**src/port_c_pkg.sv**
```systemverilog
package port_c_pkg;

    // ------------------------------------------------------------
    // widths
    // ------------------------------------------------------------
    localparam int DATA_WIDTH = 32;
    localparam int ADDR_WIDTH = 12;
    localparam int STRB_WIDTH = 4;
    localparam int PIN_COUNT  = 16;

    // ------------------------------------------------------------
    // register offsets (byte addresses)
    // ------------------------------------------------------------
    localparam logic [11:0] FUNCTION_SELECT_OFFSET = 12'h000;
    localparam logic [11:0] PIN_LEVEL_OFFSET       = 12'h004;
    localparam logic [11:0] PIN_ENABLE_OFFSET      = 12'h008;

    // ------------------------------------------------------------
    // reset values
    // ------------------------------------------------------------
    localparam logic [15:0] FUNCTION_SELECT_RESET = 16'h0000;
    localparam logic [15:0] PIN_RESET             = 16'h0000;
    localparam logic [31:0] READ_DATA_RESET       = 32'h0000_0000;

    // ------------------------------------------------------------
    // field positions: four groups of address pins
    // ------------------------------------------------------------
    localparam int GROUP_HIGH_LSB  = 12;
    localparam int GROUP_UPPER_LSB = 8;
    localparam int GROUP_LOWER_LSB = 4;
    localparam int GROUP_LOW_LSB   = 0;
    localparam int GROUP_WIDTH     = 4;

    // ------------------------------------------------------------
    // bus answer phases
    // ------------------------------------------------------------
    typedef enum logic {
        phase_idle,
        phase_answer
    } apb_phase_type;

endpackage : port_c_pkg

```
**src/port_c_function_select_block.sv**
```systemverilog
`timescale 1ns/1ps
`default_nettype none

// Contract
// one 16-bit read/write register; bit n picks the function of pin n.
// power-on reset clears the register, so every pin is general I/O.
// watchdog reset, standby and sleep leave the register unchanged.
// bits 15 to 12: 0 general I/O, 1 address bits 15 to 12.
// bits 11 to 8: 0 general I/O, 1 address bits 11 to 8.
// bits 7 to 4: 0 general I/O, 1 address bits 7 to 4.
// bits 3 to 0: 0 general I/O, 1 address bits 3 to 0.
// in general I/O, direction bit 1 drives the pin, 0 leaves it input.
// address pins drive the same-index address bit, direction bit ignored.
module port_c_function_select_block
    import port_c_pkg::*;
(
    input  wire logic        clk,
    input  wire logic        rst_b,
    input  wire logic [11:0] paddr,
    input  wire logic        psel,
    input  wire logic        penable,
    input  wire logic        pwrite,
    input  wire logic [31:0] pwdata,
    input  wire logic [3:0]  pstrb,
    output var  logic [31:0] prdata,
    output var  logic        pready,
    output var  logic        pslverr,
    input  wire logic        watchdog_reset,
    input  wire logic        standby,
    input  wire logic        sleep,
    input  wire logic [15:0] direction_select,
    input  wire logic [15:0] address_bus,
    input  wire logic [15:0] gpio_out_data,
    input  wire logic [15:0] pin_in,
    output var  logic [15:0] pin_out,
    output var  logic [15:0] pin_oe,
    output var  logic [15:0] gpio_in_data,
    output var  logic [15:0] port_c_function_select
);

    import port_c_pkg::*;

    // ------------------------------------------------------------
    // helpers
    // ------------------------------------------------------------
    function automatic logic is_mapped(input logic [11:0] addr);
        is_mapped = (addr == FUNCTION_SELECT_OFFSET) ||
                    (addr == PIN_LEVEL_OFFSET) ||
                    (addr == PIN_ENABLE_OFFSET);
    endfunction : is_mapped

    function automatic logic [15:0] merge_bytes(input logic [15:0] old_value,
                                                input logic [31:0] wdata,
                                                input logic [3:0]  strb);
        merge_bytes[7:0]  = strb[0] ? wdata[7:0]  : old_value[7:0];
        merge_bytes[15:8] = strb[1] ? wdata[15:8] : old_value[15:8];
    endfunction : merge_bytes

    // ------------------------------------------------------------
    // apb answer state
    // ------------------------------------------------------------
    apb_phase_type phase;
    apb_phase_type next_phase;
    logic          next_pready;
    logic          next_pslverr;
    logic [31:0]   next_prdata;
    logic          write_commit;
    logic [15:0]   next_function_select;
    logic [15:0]   next_gpio_in_data;

    assign write_commit = psel && penable && pready && pwrite && !pslverr &&
                          (paddr == FUNCTION_SELECT_OFFSET);

    always_comb begin
        next_phase   = phase;
        next_pready  = 1'b0;
        next_pslverr = 1'b0;
        next_prdata  = prdata;
        unique case (phase)
            phase_idle: begin
                if (psel && penable) begin
                    next_phase   = phase_answer;
                    next_pready  = 1'b1;
                    next_pslverr = !is_mapped(paddr);
                    next_prdata  = READ_DATA_RESET;
                    if (!pwrite) begin
                        unique case (paddr)
                            FUNCTION_SELECT_OFFSET: next_prdata = {16'h0000, port_c_function_select};
                            PIN_LEVEL_OFFSET:       next_prdata = {16'h0000, gpio_in_data};
                            PIN_ENABLE_OFFSET:      next_prdata = {16'h0000, pin_oe};
                            default:                next_prdata = READ_DATA_RESET;
                        endcase
                    end
                end
            end
            phase_answer: begin
                next_phase = phase_idle;
            end
        endcase
    end

    always_ff @(posedge clk or negedge rst_b) begin
        if (!rst_b) begin
            phase   <= phase_idle;
            pready  <= 1'b0;
            pslverr <= 1'b0;
            prdata  <= READ_DATA_RESET;
        end else begin
            phase   <= next_phase;
            pready  <= next_pready;
            pslverr <= next_pslverr;
            prdata  <= next_prdata;
        end
    end

    // ------------------------------------------------------------
    // function select register and pin level sampling
    // ------------------------------------------------------------
    always_comb begin
        next_function_select = port_c_function_select;
        if (write_commit) begin
            next_function_select = merge_bytes(port_c_function_select, pwdata, pstrb);
        end
        next_gpio_in_data = pin_in;
    end

    // only power-on reset clears; the low power and watchdog inputs do not reach this register
    always_ff @(posedge clk or negedge rst_b) begin
        if (!rst_b) begin
            port_c_function_select <= FUNCTION_SELECT_RESET;
            gpio_in_data           <= PIN_RESET;
        end else begin
            port_c_function_select <= next_function_select;
            gpio_in_data           <= next_gpio_in_data;
        end
    end

    // ------------------------------------------------------------
    // pin routing
    // ------------------------------------------------------------
    pin_route route (
        .clk              (clk),
        .rst_b            (rst_b),
        .function_select  (port_c_function_select),
        .direction_select (direction_select),
        .address_bus      (address_bus),
        .gpio_out_data    (gpio_out_data),
        .pin_out          (pin_out),
        .pin_oe           (pin_oe)
    );
endmodule : port_c_function_select_block

`default_nettype wire

```
**src/pin_route.sv**
```systemverilog
`timescale 1ns/1ps
`default_nettype none

module pin_route
    import port_c_pkg::*;
(
    input  wire logic        clk,
    input  wire logic        rst_b,
    input  wire logic [15:0] function_select,
    input  wire logic [15:0] direction_select,
    input  wire logic [15:0] address_bus,
    input  wire logic [15:0] gpio_out_data,
    output var  logic [15:0] pin_out,
    output var  logic [15:0] pin_oe
);

    // ------------------------------------------------------------
    // per pin routing
    // ------------------------------------------------------------
    logic [15:0] next_pin_out;
    logic [15:0] next_pin_oe;

    always_comb begin
        next_pin_out = (function_select & address_bus) |
                       (~function_select & gpio_out_data);
        next_pin_oe  = function_select | (~function_select & direction_select);
    end

    always_ff @(posedge clk or negedge rst_b) begin
        if (!rst_b) begin
            pin_out <= PIN_RESET;
            pin_oe  <= PIN_RESET;
        end else begin
            pin_out <= next_pin_out;
            pin_oe  <= next_pin_oe;
        end
    end

endmodule : pin_route

`default_nettype wire

```
**config.mk**
```make
export PLATFORM = sky130hd
export DESIGN_NAME = port_c_function_select_block
export DESIGN_NICKNAME = d
export VERILOG_FILES = /design/src/port_c_pkg.sv /design/src/port_c_function_select_block.sv /design/src/pin_route.sv
export SDC_FILE = /design/constraint.sdc
export NUM_CORES = 1
export LEC_CHECK = 0
export BUFFER_PORTS_ARGS = -buffer_cell sky130_fd_sc_hd__buf_2
export CAP_MARGIN = 10
export CORE_MARGIN = 3
export CORE_UTILIZATION = 35
export DETAILED_ROUTE_END_ITERATION = 10
export PLACE_DENSITY = 0.68
export SETUP_SLACK_MARGIN = 0.2
export SLEW_MARGIN = 20
export SYNTH_ARGS = -nofsm -noshare
export SYNTH_HDL_FRONTEND = slang
export SYNTH_SLANG_ARGS = --single-unit
```
**constraint.sdc**
```tcl
create_clock -name clk -period 1.59 [get_ports clk]
set_input_delay 0.3975 -clock clk [delete_from_list [all_inputs] [get_ports clk]]
set_output_delay 0.3975 -clock clk [all_outputs]
set_load 0.05 [all_outputs]
```
# ---- Yosys cells after proc, flatten, opt, wreduce, memory -nomap -nowiden
# Index checks and enable logic that the tools add are counted.
dict set report totals {
  ff_bits 99
  inputBits 120
  out_inout_bits 98
  wordCells 38
}
dict set report classes {
  n_eq_ne 2
  mux 7
  bitwise 7
  reduce_logical 13
}
# operator count
set ops {}
lappend ops {{AND 16 bit} 3}
lappend ops {{one-hot mux 16 bit (3 select lines)} 1}
lappend ops {{bitwise OR 16 bit} 2}
lappend ops {{2-to-1 mux 16 bit} 1}
lappend ops {{NOT 16 bit} 1}
lappend ops {{== test 12 x 3 -> 1 bit, second input constant} 1}
lappend ops {{== test 12 x 4 -> 1 bit, second input constant} 1}
lappend ops {{zero test 12 bit} 1}
lappend ops {{AND reduction 2 bit} 3}
lappend ops {{logical AND 1 bit} 5}
lappend ops {{2-to-1 mux 1 bit} 4}
lappend ops {{zero test 1 bit} 2}
lappend ops {{logical OR 1 bit} 2}
lappend ops {{one-hot mux 1 bit (2 select lines)} 1}
lappend ops {{NOT 1 bit} 1}

# ---- Depth between registers and ports, before layout
# Gate-level depths: netlist (run 1).
dict set report logic_depth {
  depth_word 6
  ltp_mapped 5
  mapped_depth_nobuf 4
}

# ---- Cells and area by module
# Synthesis (run 1) repeated with hierarchy kept, for this count alone.
dict set report hier_totals {
  hier_cells 240
  hier_area_um2 3324.4
}
# mod n_inst cells_per_inst area_per_inst_um2 seq_area_each_um2
set modules_own_cells {}
lappend modules_own_cells {port_c_function_select_block 1 176 2183.3 1251.2}
lappend modules_own_cells {pin_route 1 64 1141.1 800.8}

# ---- Least setup slack after synthesis (run 1)
# OpenSTA, ideal clock, no wires.
dict set report synth_path {
  path_kind {reg-to-reg}
  start {register phase (netlist name)}
  end {register port_c_function_select[0]}
  setup_time_ns 0.125
  arrival_time_ns 1.615
  required_time_ns 1.465
  setup_slack_ns -0.150
  stages_incl_launch_ff 5
  path_buffers 0
  synth_period_minus_slack_ns 1.740
  path_cell_list {dfrtp_1 and4_1 and4b_4 nand3_4 mux2_4}
}
# item line_no
set synth_lines {}
lappend synth_lines {{end signal, assigned} port_c_function_select_block.sv:133} ;# port_c_function_select <= next_function_select;
lappend synth_lines {{end, declared} port_c_function_select_block.sv:38} ;# output var logic [15:0] port_c_function_select

# ---- Worst setup path in the final report (run 1)
dict set report layout_path {
  start {input paddr[9]}
  end {register port_c_function_select[13]}
}
dict set report layout_via {
  elab_chain_len 3
}
# item line_no
set layout_lines {}
lappend layout_lines {{start, declared} port_c_function_select_block.sv:19} ;# input wire logic [11:0] paddr,
lappend layout_lines {{zero test 12 bit} port_c_function_select_block.sv:72} ;# (paddr == FUNCTION_SELECT_OFFSET);
lappend layout_lines {{logical AND 1 bit} port_c_function_select_block.sv:71} ;# assign write_commit = psel && penable && pready && pwrite && !pslverr &&
lappend layout_lines {{AND reduction 2 bit (no line)} --}
# No other way between the ends.
# A chain may end at the register's enable or synchronous reset.

==> run_summary.xml, run 1 <==
<?xml version="1.0" encoding="UTF-8"?>
<metrics>
  <group name="status">
    <metric name="outcome" unit="">complete, no violations</metric>
  </group>
  <group name="critical_path">
    <metric name="critical_path_arrival" unit="ns">1.74</metric>
    <metric name="regToRegEndpoint" unit="">port_c_function_select[13]$_DFFE_PN0P_</metric>
    <metric name="cp_num_cells" unit="">5</metric>
    <metric name="critPathSlowestCell" unit="">sky130_fd_sc_hd__mux2_4</metric>
    <metric name="cpLargestDelayFamily" unit="">simple AND/OR/NAND/NOR gates</metric>
    <metric name="critPathKind" unit="">in -&gt; reg</metric>
    <metric name="setup_slack_reg_to_reg" unit="ns">0.08</metric>
    <metric name="critPathMaxFanout" unit="">8</metric>
    <metric name="startpoint_type" unit="">input pin</metric>
    <metric name="cp.buffers_inverters" unit="">1</metric>
    <metric name="critical_path.cell_chain" unit="">buf_2 &gt; nor4_4 &gt; and4b_4 &gt; nand3_4 &gt; mux2_4</metric>
    <metric name="required" unit="ns">1.81</metric>
    <metric name="r2r-start" unit="">phase$_DFF_PN0_</metric>
    <metric name="worst-r2r-cell-count" unit="">4</metric>
    <metric name="critPathCaptureType" unit="">flop</metric>
    <metric name="crit_path_max_incr_delay" unit="ns">0.36</metric>
  </group>
  <group name="placement">
    <metric name="io_buffer_count" unit="">180</metric>
    <metric name="place_area" unit="um2">4500</metric>
    <metric name="gp_congestion" unit="">0.750</metric>
    <metric name="hpwlAfterDp" unit="mm">6.84</metric>
  </group>
  <group name="layout">
    <metric name="final.fill_count" unit="">817</metric>
    <metric name="postLayoutCellArea" unit="um2">5060</metric>
    <metric name="antenna_cells" unit="">0</metric>
    <metric name="num-nets-final" unit="">567</metric>
    <metric name="area_added_between_synthesis_and_finish" unit="%">51.2</metric>
    <metric name="drive_gt1_frac" unit="">0.672</metric>
  </group>
  <group name="drt">
    <metric name="routedWlPerCell" unit="um">16.2</metric>
    <metric name="drt_pass1_iterations" unit="">4</metric>
    <metric name="detailedRoute.firstIterationViolations" unit="">50</metric>
    <metric name="vias_per_cell" unit="">4.55</metric>
    <metric name="drc_violations" unit="">0</metric>
    <metric name="drt_wl_total" unit="mm">9.40</metric>
    <metric name="vias" unit="">2637</metric>
    <metric name="antenna_left" unit="">0</metric>
  </group>
  <group name="global_route">
    <metric name="first_global_vias" unit="">2769</metric>
    <metric name="total_global_route_track_usage" unit="">0.173</metric>
    <metric name="grt_pass1_wl" unit="mm">14.5</metric>
    <metric name="global_route.overflow_total" unit="">0</metric>
    <metric name="maximum_number_of_pins_on_one_net_before_global_route_repair" unit="">44</metric>
    <metric name="number_of_antenna_violations_at_the_first_check_in_global_routing" unit="">0</metric>
  </group>
  <group name="clock_network">
    <metric name="clk_pin_slew_worst_paths" unit="ns">0.09</metric>
    <metric name="cts_tree" unit="">done</metric>
    <metric name="worst_skew_pair.late_latency" unit="ns">0.34</metric>
    <metric name="htree_num_levels" unit="">3</metric>
    <metric name="cts.sink_count" unit="">82</metric>
    <metric name="root_buffer" unit="">sky130_fd_sc_hd__clkbuf_8</metric>
    <metric name="clock_tree.buffer_depth" unit="">2</metric>
    <metric name="cts_inserted_buffers" unit="">9</metric>
  </group>
  <group name="logic_synthesis">
    <metric name="synth.most_common_cell" unit="">sky130_fd_sc_hd__dfrtp_1</metric>
    <metric name="synth_top_cell_area_share" unit="">0.613</metric>
    <metric name="ys_warn_count" unit="">0</metric>
    <metric name="post_synth_instance_area" unit="um2">3350</metric>
    <metric name="syn-instance-count" unit="">232</metric>
    <metric name="synth_area_leaders" unit="">sky130_fd_sc_hd__dfrtp_1 (61%), sky130_fd_sc_hd__mux2_2 (11%), sky130_fd_sc_hd__mux2_4 (7.2%), sky130_fd_sc_hd__buf_4 (4.0%), sky130_fd_sc_hd__a22oi_1 (3.6%)</metric>
    <metric name="synth-seq-area-share" unit="">0.613</metric>
    <metric name="asyncSetResetFlopFracSynth" unit="">1.00</metric>
    <metric name="synth_top_flop_cell" unit="">sky130_fd_sc_hd__dfrtp_1</metric>
    <metric name="synth-edff-count" unit="">0</metric>
    <metric name="yosys.area.top_type" unit="">sky130_fd_sc_hd__dfrtp_1</metric>
    <metric name="synth_seq_cells" unit="">82</metric>
    <metric name="synth_cell_type_count" unit="">25</metric>
    <metric name="synth.top_cells.by_count" unit="">sky130_fd_sc_hd__dfrtp_1 (82), sky130_fd_sc_hd__mux2_2 (32), sky130_fd_sc_hd__buf_4 (18)</metric>
    <metric name="syn_area_per_cell" unit="um2">14.4</metric>
  </group>
  <group name="sta">
    <metric name="slew_viol_final" unit="">0</metric>
    <metric name="rsz0062_at_grt" unit="">yes</metric>
    <metric name="final-setup-viol-count" unit="">0</metric>
    <metric name="finalCriticalPeriod" unit="ns">1.52</metric>
    <metric name="max_clock_freq" unit="MHz">657</metric>
    <metric name="skew" unit="ns">0.0145</metric>
    <metric name="layout_worst_path_cycle_share" unit="">0.957</metric>
    <metric name="number_of_hold_violations_in_the_final_report" unit="">0</metric>
  </group>
  <group name="power_and_ir_drop">
    <metric name="vdd_ir_drop_max" unit="mV">0.455</metric>
    <metric name="pnr_total_power" unit="W">0.00463</metric>
    <metric name="internal_power" unit="W">0.00336</metric>
    <metric name="combPwrFrac" unit="">0.162</metric>
    <metric name="power.share.clock" unit="">0.368</metric>
    <metric name="sw_frac_of_total" unit="">0.273</metric>
    <metric name="pwr-share-seq" unit="">0.471</metric>
    <metric name="powerDensity" unit="nW/um2">915</metric>
    <metric name="power.net_switching" unit="W">0.00127</metric>
    <metric name="static-leakage-power" unit="nW">2.56</metric>
  </group>
  <group name="min_path">
    <metric name="min_delay_path_depth" unit="">1</metric>
    <metric name="timing.hold.worst_endpoint" unit="">gpio_in_data[8]$_DFF_PN0_</metric>
    <metric name="worstHoldPathType" unit="">in -&gt; reg</metric>
    <metric name="hold_path_startpoint" unit="">pin_in[8]</metric>
  </group>
  <group name="floorplan">
    <metric name="initial_core_util" unit="">0.360</metric>
    <metric name="design.die.area" unit="um2">10800</metric>
    <metric name="coreArea" unit="um2">9280</metric>
    <metric name="die_outline_width" unit="um">104</metric>
    <metric name="chip_height" unit="um">104</metric>
    <metric name="num_io_pins" unit="">218</metric>
    <metric name="placement_row_count" unit="">35</metric>
  </group>
  <group name="job">
    <metric name="max_cap_viol_count" unit="">0</metric>
  </group>
</metrics>
[worst reg2reg max path: cells and delay by family, from the launching register on]
family | cells | cell delay (ns)
simple gates | 3 | 0.66
mux | 1 | 0.36
flops | 1 | 0.36
[routing by layer]
metal | global-route usage | part of all wire
met5 | 0 | 0
met1 | 0.201 | 0.40
met2 | 0.302 | 0.52
met3 | 0.0505 | 0.067
met4 | 0.0646 | 0.018
[final cells by class]
class / instances / area (um2) / share of cell area
flip-flops and latches: 82 / 2060 / 0.407
inverters: 1 / 3.75 / 0.000742
repair buffers: 211 / 1400 / 0.277
multi-input cells: 142 / 1210 / 0.239
clock inverters: 4 / 75.1 / 0.0148
clock buffers: 11 / 151 / 0.0299
well taps: 129 / 161 / 0.0319
[power groups by stage]
stage                     Clock (W)  Sequential (W)  Combinational (W)
after floorplan                   0         0.00245           0.000219
after global placement            0         0.00221           0.000713
after detailed placement          0         0.00222           0.000723
after CTS                   0.00175         0.00218           0.000731
after global routing        0.00185         0.00219           0.000792
final                       0.00170         0.00218           0.000748
[registers in the layout, indices dropped and copies added (netlist names)]
signal / flops
prdata: 16
route.pin_oe: 16
pslverr: 1
port_c_function_select: 16
gpio_in_data: 16
phase: 1
route.pin_out: 16
[cells in the final DEF, fill, tap and decap left out, types with 2 or more instances in the layout]
| cell | n |
|---|---|
| sky130_fd_sc_hd__buf_2 | 112 |
| sky130_fd_sc_hd__dfrtp_1 | 76 |
| sky130_fd_sc_hd__buf_4 | 47 |
| sky130_fd_sc_hd__mux2_2 | 32 |
| sky130_fd_sc_hd__clkbuf_4 | 31 |
| sky130_fd_sc_hd__buf_6 | 18 |
| sky130_fd_sc_hd__or2_2 | 16 |
| sky130_fd_sc_hd__mux2_4 | 16 |
| sky130_fd_sc_hd__a22oi_1 | 16 |
| sky130_fd_sc_hd__nand2_1 | 16 |
| sky130_fd_sc_hd__conb_1 | 16 |
| sky130_fd_sc_hd__o21ai_1 | 13 |
| sky130_fd_sc_hd__clkbuf_8 | 11 |
| sky130_fd_sc_hd__dfrtp_2 | 6 |
| sky130_fd_sc_hd__nor4_4 | 3 |
| sky130_fd_sc_hd__o21ai_0 | 3 |
| sky130_fd_sc_hd__nand3_4 | 2 |
| sky130_fd_sc_hd__bufinv_16 | 2 |
| sky130_fd_sc_hd__clkinvlp_4 | 2 |
| sky130_fd_sc_hd__buf_12 | 2 |
[worst max path at each step]
stage | startpoint | endpoint | slack, ns
floorplan | phase$_DFF_PN0_ | port_c_function_select[0]$_DFFE_PN0P_ | 0.007
global route | phase$_DFF_PN0_ | port_c_function_select[4]$_DFFE_PN0P_ | 0.008
detailed placement | paddr[9] | port_c_function_select[4]$_DFFE_PN0P_ | -0.31
CTS | phase$_DFF_PN0_ | port_c_function_select[4]$_DFFE_PN0P_ | 0.04
finish | paddr[9] | port_c_function_select[13]$_DFFE_PN0P_ | 0.07
global placement | paddr[9] | port_c_function_select[6]$_DFFE_PN0P_ | -0.29
[stage by stage]
step / setup WS (ns) / utilization / hold WS, ns / setup TNS (ns) / instances
after floorplan: 0.00687 / - / 0.102 / 0 / 247
after CTS: 0.0429 / 0.528 / 0.132 / 0 / 576
after detailed placement: -0.312 / 0.484 / 0.303 / -5.15 / 553
after global routing: 0.00783 / 0.545 / 0.114 / 0 / 580
final: 0.0678 / 0.545 / 0.157 / 0 / 580
after global placement: -0.289 / 0.484 / 0.302 / -5.01 / 553
[cell families after synthesis]
| kind of cell | count (synthesis) | synth area share |
|---|---|---|
| flip-flops | 82 | 0.613 |
| multiplexers | 48 | 0.180 |
| AND/OR/NAND/NOR | 44 | 0.0954 |
| AO/OA/AOI/OAI | 34 | 0.0640 |
| buffers and inverters | 23 | 0.0467 |
| other | 1 | 0.00112 |
[what timing repair did]
action / in CTS / in global routing
hold endpoints to repair: 20 / 0
setup endpoints to repair: 41 / 72
pin swaps: 0 / 0
hold buffers: 1 / 0
resized for setup: 38 / 65
buffers inserted: 7 / 4
Power figures use the tool's default switching activity.
==> run 2, diff against run 1 <==
- REMOVE_ABC_BUFFERS: not set -> 1
==> run_summary.xml, run 2 (synthesis results as in run 1) <==
<?xml version="1.0" encoding="UTF-8"?>
<metrics>
  <group name="layout">
    <metric name="most-common-layout-cells" unit="">sky130_fd_sc_hd__buf_2 (114), sky130_fd_sc_hd__dfrtp_1 (76), sky130_fd_sc_hd__buf_4 (63), sky130_fd_sc_hd__mux2_2 (32), sky130_fd_sc_hd__buf_6 (18)</metric>
    <metric name="layout.cells.most_common" unit="">sky130_fd_sc_hd__buf_2</metric>
    <metric name="antenna_cells" unit="">0</metric>
    <metric name="area_taken_by_flip_flops_and_latches" unit="um2">2060</metric>
    <metric name="num-nets-final" unit="">571</metric>
    <metric name="final.fill_count" unit="">861</metric>
    <metric name="drive_gt1_frac" unit="">0.678</metric>
    <metric name="multi_input_comb_area" unit="um2">1210</metric>
    <metric name="area_added_between_synthesis_and_finish" unit="%">50.7</metric>
  </group>
  <group name="critical_path">
    <metric name="required" unit="ns">1.81</metric>
    <metric name="critPathLaunch" unit="">phase$_DFF_PN0_</metric>
    <metric name="critPathMaxFanout" unit="">8</metric>
    <metric name="startpoint_type" unit="">flop</metric>
    <metric name="critPathKind" unit="">reg -&gt; reg</metric>
    <metric name="critPathSlowestCell" unit="">sky130_fd_sc_hd__mux2_4</metric>
    <metric name="setup_slack_reg_to_reg" unit="ns">0.09</metric>
    <metric name="critical_path_arrival" unit="ns">1.71</metric>
    <metric name="r2r-start" unit="">phase$_DFF_PN0_</metric>
    <metric name="critical_path.cell_chain" unit="">and4_1 &gt; and4b_4 &gt; nand3_4 &gt; mux2_4</metric>
    <metric name="regToRegEndpoint" unit="">port_c_function_select[5]$_DFFE_PN0P_</metric>
    <metric name="crit_path_max_incr_delay" unit="ns">0.36</metric>
    <metric name="critPathCaptureType" unit="">flop</metric>
    <metric name="worst-r2r-cell-count" unit="">4</metric>
  </group>
  <group name="power_and_ir_drop">
    <metric name="powerDensity" unit="nW/um2">845</metric>
    <metric name="power.share.clock" unit="">0.313</metric>
    <metric name="internal_power" unit="W">0.00301</metric>
    <metric name="static-leakage-power" unit="nW">2.58</metric>
    <metric name="pwr-share-seq" unit="">0.511</metric>
    <metric name="vdd_ir_drop_max" unit="mV">0.451</metric>
    <metric name="pnr_total_power" unit="W">0.00426</metric>
    <metric name="sw_frac_of_total" unit="">0.294</metric>
    <metric name="power.net_switching" unit="W">0.00125</metric>
    <metric name="combPwrFrac" unit="">0.177</metric>
  </group>
  <group name="global_route">
    <metric name="use_met2" unit="">0.297</metric>
    <metric name="grtUsageMet3" unit="">0.0455</metric>
    <metric name="first_global_vias" unit="">2772</metric>
    <metric name="maximum_number_of_pins_on_one_net_before_global_route_repair" unit="">83</metric>
    <metric name="groute.layer.met1.usage" unit="">0.204</metric>
    <metric name="grt_pass1_wl" unit="mm">14.4</metric>
    <metric name="global_route.overflow_total" unit="">0</metric>
    <metric name="total_global_route_track_usage" unit="">0.172</metric>
    <metric name="gr-max-usage-layer" unit="">met2</metric>
    <metric name="number_of_antenna_violations_at_the_first_check_in_global_routing" unit="">0</metric>
  </group>
  <group name="sta">
    <metric name="skew" unit="ns">0.00904</metric>
    <metric name="max_clock_freq" unit="MHz">669</metric>
    <metric name="number_of_hold_violations_in_the_final_report" unit="">0</metric>
    <metric name="final-setup-viol-count" unit="">0</metric>
    <metric name="layout_worst_path_cycle_share" unit="">0.941</metric>
    <metric name="slew_viol_final" unit="">0</metric>
    <metric name="final.setup.tns" unit="ns">0</metric>
    <metric name="finalCriticalPeriod" unit="ns">1.50</metric>
    <metric name="rsz0062_at_grt" unit="">yes</metric>
  </group>
  <group name="floorplan">
    <metric name="chip_height" unit="um">104</metric>
    <metric name="die_outline_width" unit="um">104</metric>
    <metric name="placement_row_count" unit="">35</metric>
    <metric name="design.die.area" unit="um2">10800</metric>
    <metric name="num_io_pins" unit="">218</metric>
    <metric name="coreArea" unit="um2">9280</metric>
    <metric name="initial_core_util" unit="">0.360</metric>
  </group>
  <group name="clock_network">
    <metric name="cts_tree" unit="">done</metric>
    <metric name="cts-hold-fix-buffers" unit="">0</metric>
    <metric name="cts.sink_count" unit="">82</metric>
    <metric name="cts_inserted_buffers" unit="">9</metric>
    <metric name="clk_pin_slew_worst_paths" unit="ns">0.09</metric>
    <metric name="root_buffer" unit="">sky130_fd_sc_hd__clkbuf_8</metric>
    <metric name="clock_tree.buffer_depth" unit="">2</metric>
    <metric name="htree_num_levels" unit="">3</metric>
    <metric name="worst_skew_pair.late_latency" unit="ns">0.34</metric>
  </group>
  <group name="drt">
    <metric name="drt_wl_total" unit="mm">9.12</metric>
    <metric name="vias" unit="">2617</metric>
    <metric name="routedWlPerCell" unit="um">15.6</metric>
    <metric name="drc_violations" unit="">0</metric>
    <metric name="drt_pass1_iterations" unit="">4</metric>
    <metric name="detailedRoute.firstIterationViolations" unit="">29</metric>
    <metric name="antenna_left" unit="">0</metric>
    <metric name="vias_per_cell" unit="">4.47</metric>
  </group>
  <group name="job">
    <metric name="max_cap_viol_count" unit="">0</metric>
  </group>
  <group name="placement">
    <metric name="io_buffer_count" unit="">180</metric>
    <metric name="gp_congestion" unit="">0.716</metric>
    <metric name="hpwlAfterDp" unit="mm">6.70</metric>
  </group>
  <group name="min_path">
    <metric name="worstHoldPathType" unit="">in -&gt; async</metric>
  </group>
  <group name="status">
    <metric name="outcome" unit="">complete, no violations</metric>
  </group>
</metrics>
run 2: changes by cell type in the layout (fill, tap and decap cells not counted), moves of 3 or more:
cell                       before  now
sky130_fd_sc_hd__buf_4         47   63
sky130_fd_sc_hd__clkbuf_4      31   17
sky130_fd_sc_hd__clkinv_2       0    3
sky130_fd_sc_hd__o21ai_0        3    6
sky130_fd_sc_hd__o21ai_1       13   10
run 2: metrics by stage:
step | std cells | util | area [um2] | setup WS, ns | hold slack [ns]
after detailed placement | 554 | 0.486 | 4520 | -0.242 | 0.466
after floorplan | 225 | - | 3250 | -0.358 | 0.102
after CTS | 578 | 0.529 | 4910 | 0.0591 | 0.0718
after global placement | 554 | 0.486 | 4520 | -0.230 | 0.460
final | 585 | 0.543 | 5040 | 0.0942 | 0.0682
after global routing | 585 | 0.543 | 5040 | 0.0132 | 0.0629
run 2: area by class of cell:
type,instances,area share
clock buffer,11,0.0280
timing repair buffer,215,0.284
tap,129,0.0320
inverter,1,0.000744
multi-input combinational,142,0.240
sequential,82,0.408
clock inverter,5,0.00596
run 2: repair_timing:
item,4_1_cts,5_1_grt
setup endpoints to repair,57,55
resized for setup,56,43
pin swaps,3,0
setup buffers,8,7
run 2: how the worst max path moves through the flow:
stage,to,slack [ns],depth (start not counted)
final,port_c_function_select[5]$_DFFE_PN0P_,0.09,4
after global placement,port_c_function_select[5]$_DFFE_PN0P_,-0.23,5
after detailed placement,port_c_function_select[14]$_DFFE_PN0P_,-0.24,5
after floorplan,prdata[14]$_DFFE_PN0P_,-0.36,4
after global routing,port_c_function_select[12]$_DFFE_PN0P_,0.01,4
after CTS,port_c_function_select[5]$_DFFE_PN0P_,0.06,4
run 2: worst max-delay path, delay by kind of cell, from the launching register on:
family / cells / cell delay [ns]
DFF: 1 / 0.35
muxes: 1 / 0.36
and+or+nand+nor: 3 / 0.66
run 2: routing by layer:
| layer | vias up | routed length [um] |
|---|---|---|
| li1 | 1229 | - |
| met1 | 1263 | 3530 |
| met2 | 110 | 4870 |
| met3 | 15 | 541 |
| met4 | 0 | 178 |
| met5 | - | 0 |
run 2: power groups by stage:
| stage | Combinational [W] | Sequential, W | Clock (W) |
|---|---|---|---|
| floorplan | 0.000173 | 0.00245 | 0 |
| finish | 0.000753 | 0.00218 | 0.00133 |
| global placement | 0.000720 | 0.00221 | 0 |
| global route | 0.000797 | 0.00219 | 0.00150 |
| CTS | 0.000742 | 0.00218 | 0.00140 |
| detailed placement | 0.000730 | 0.00222 | 0 |
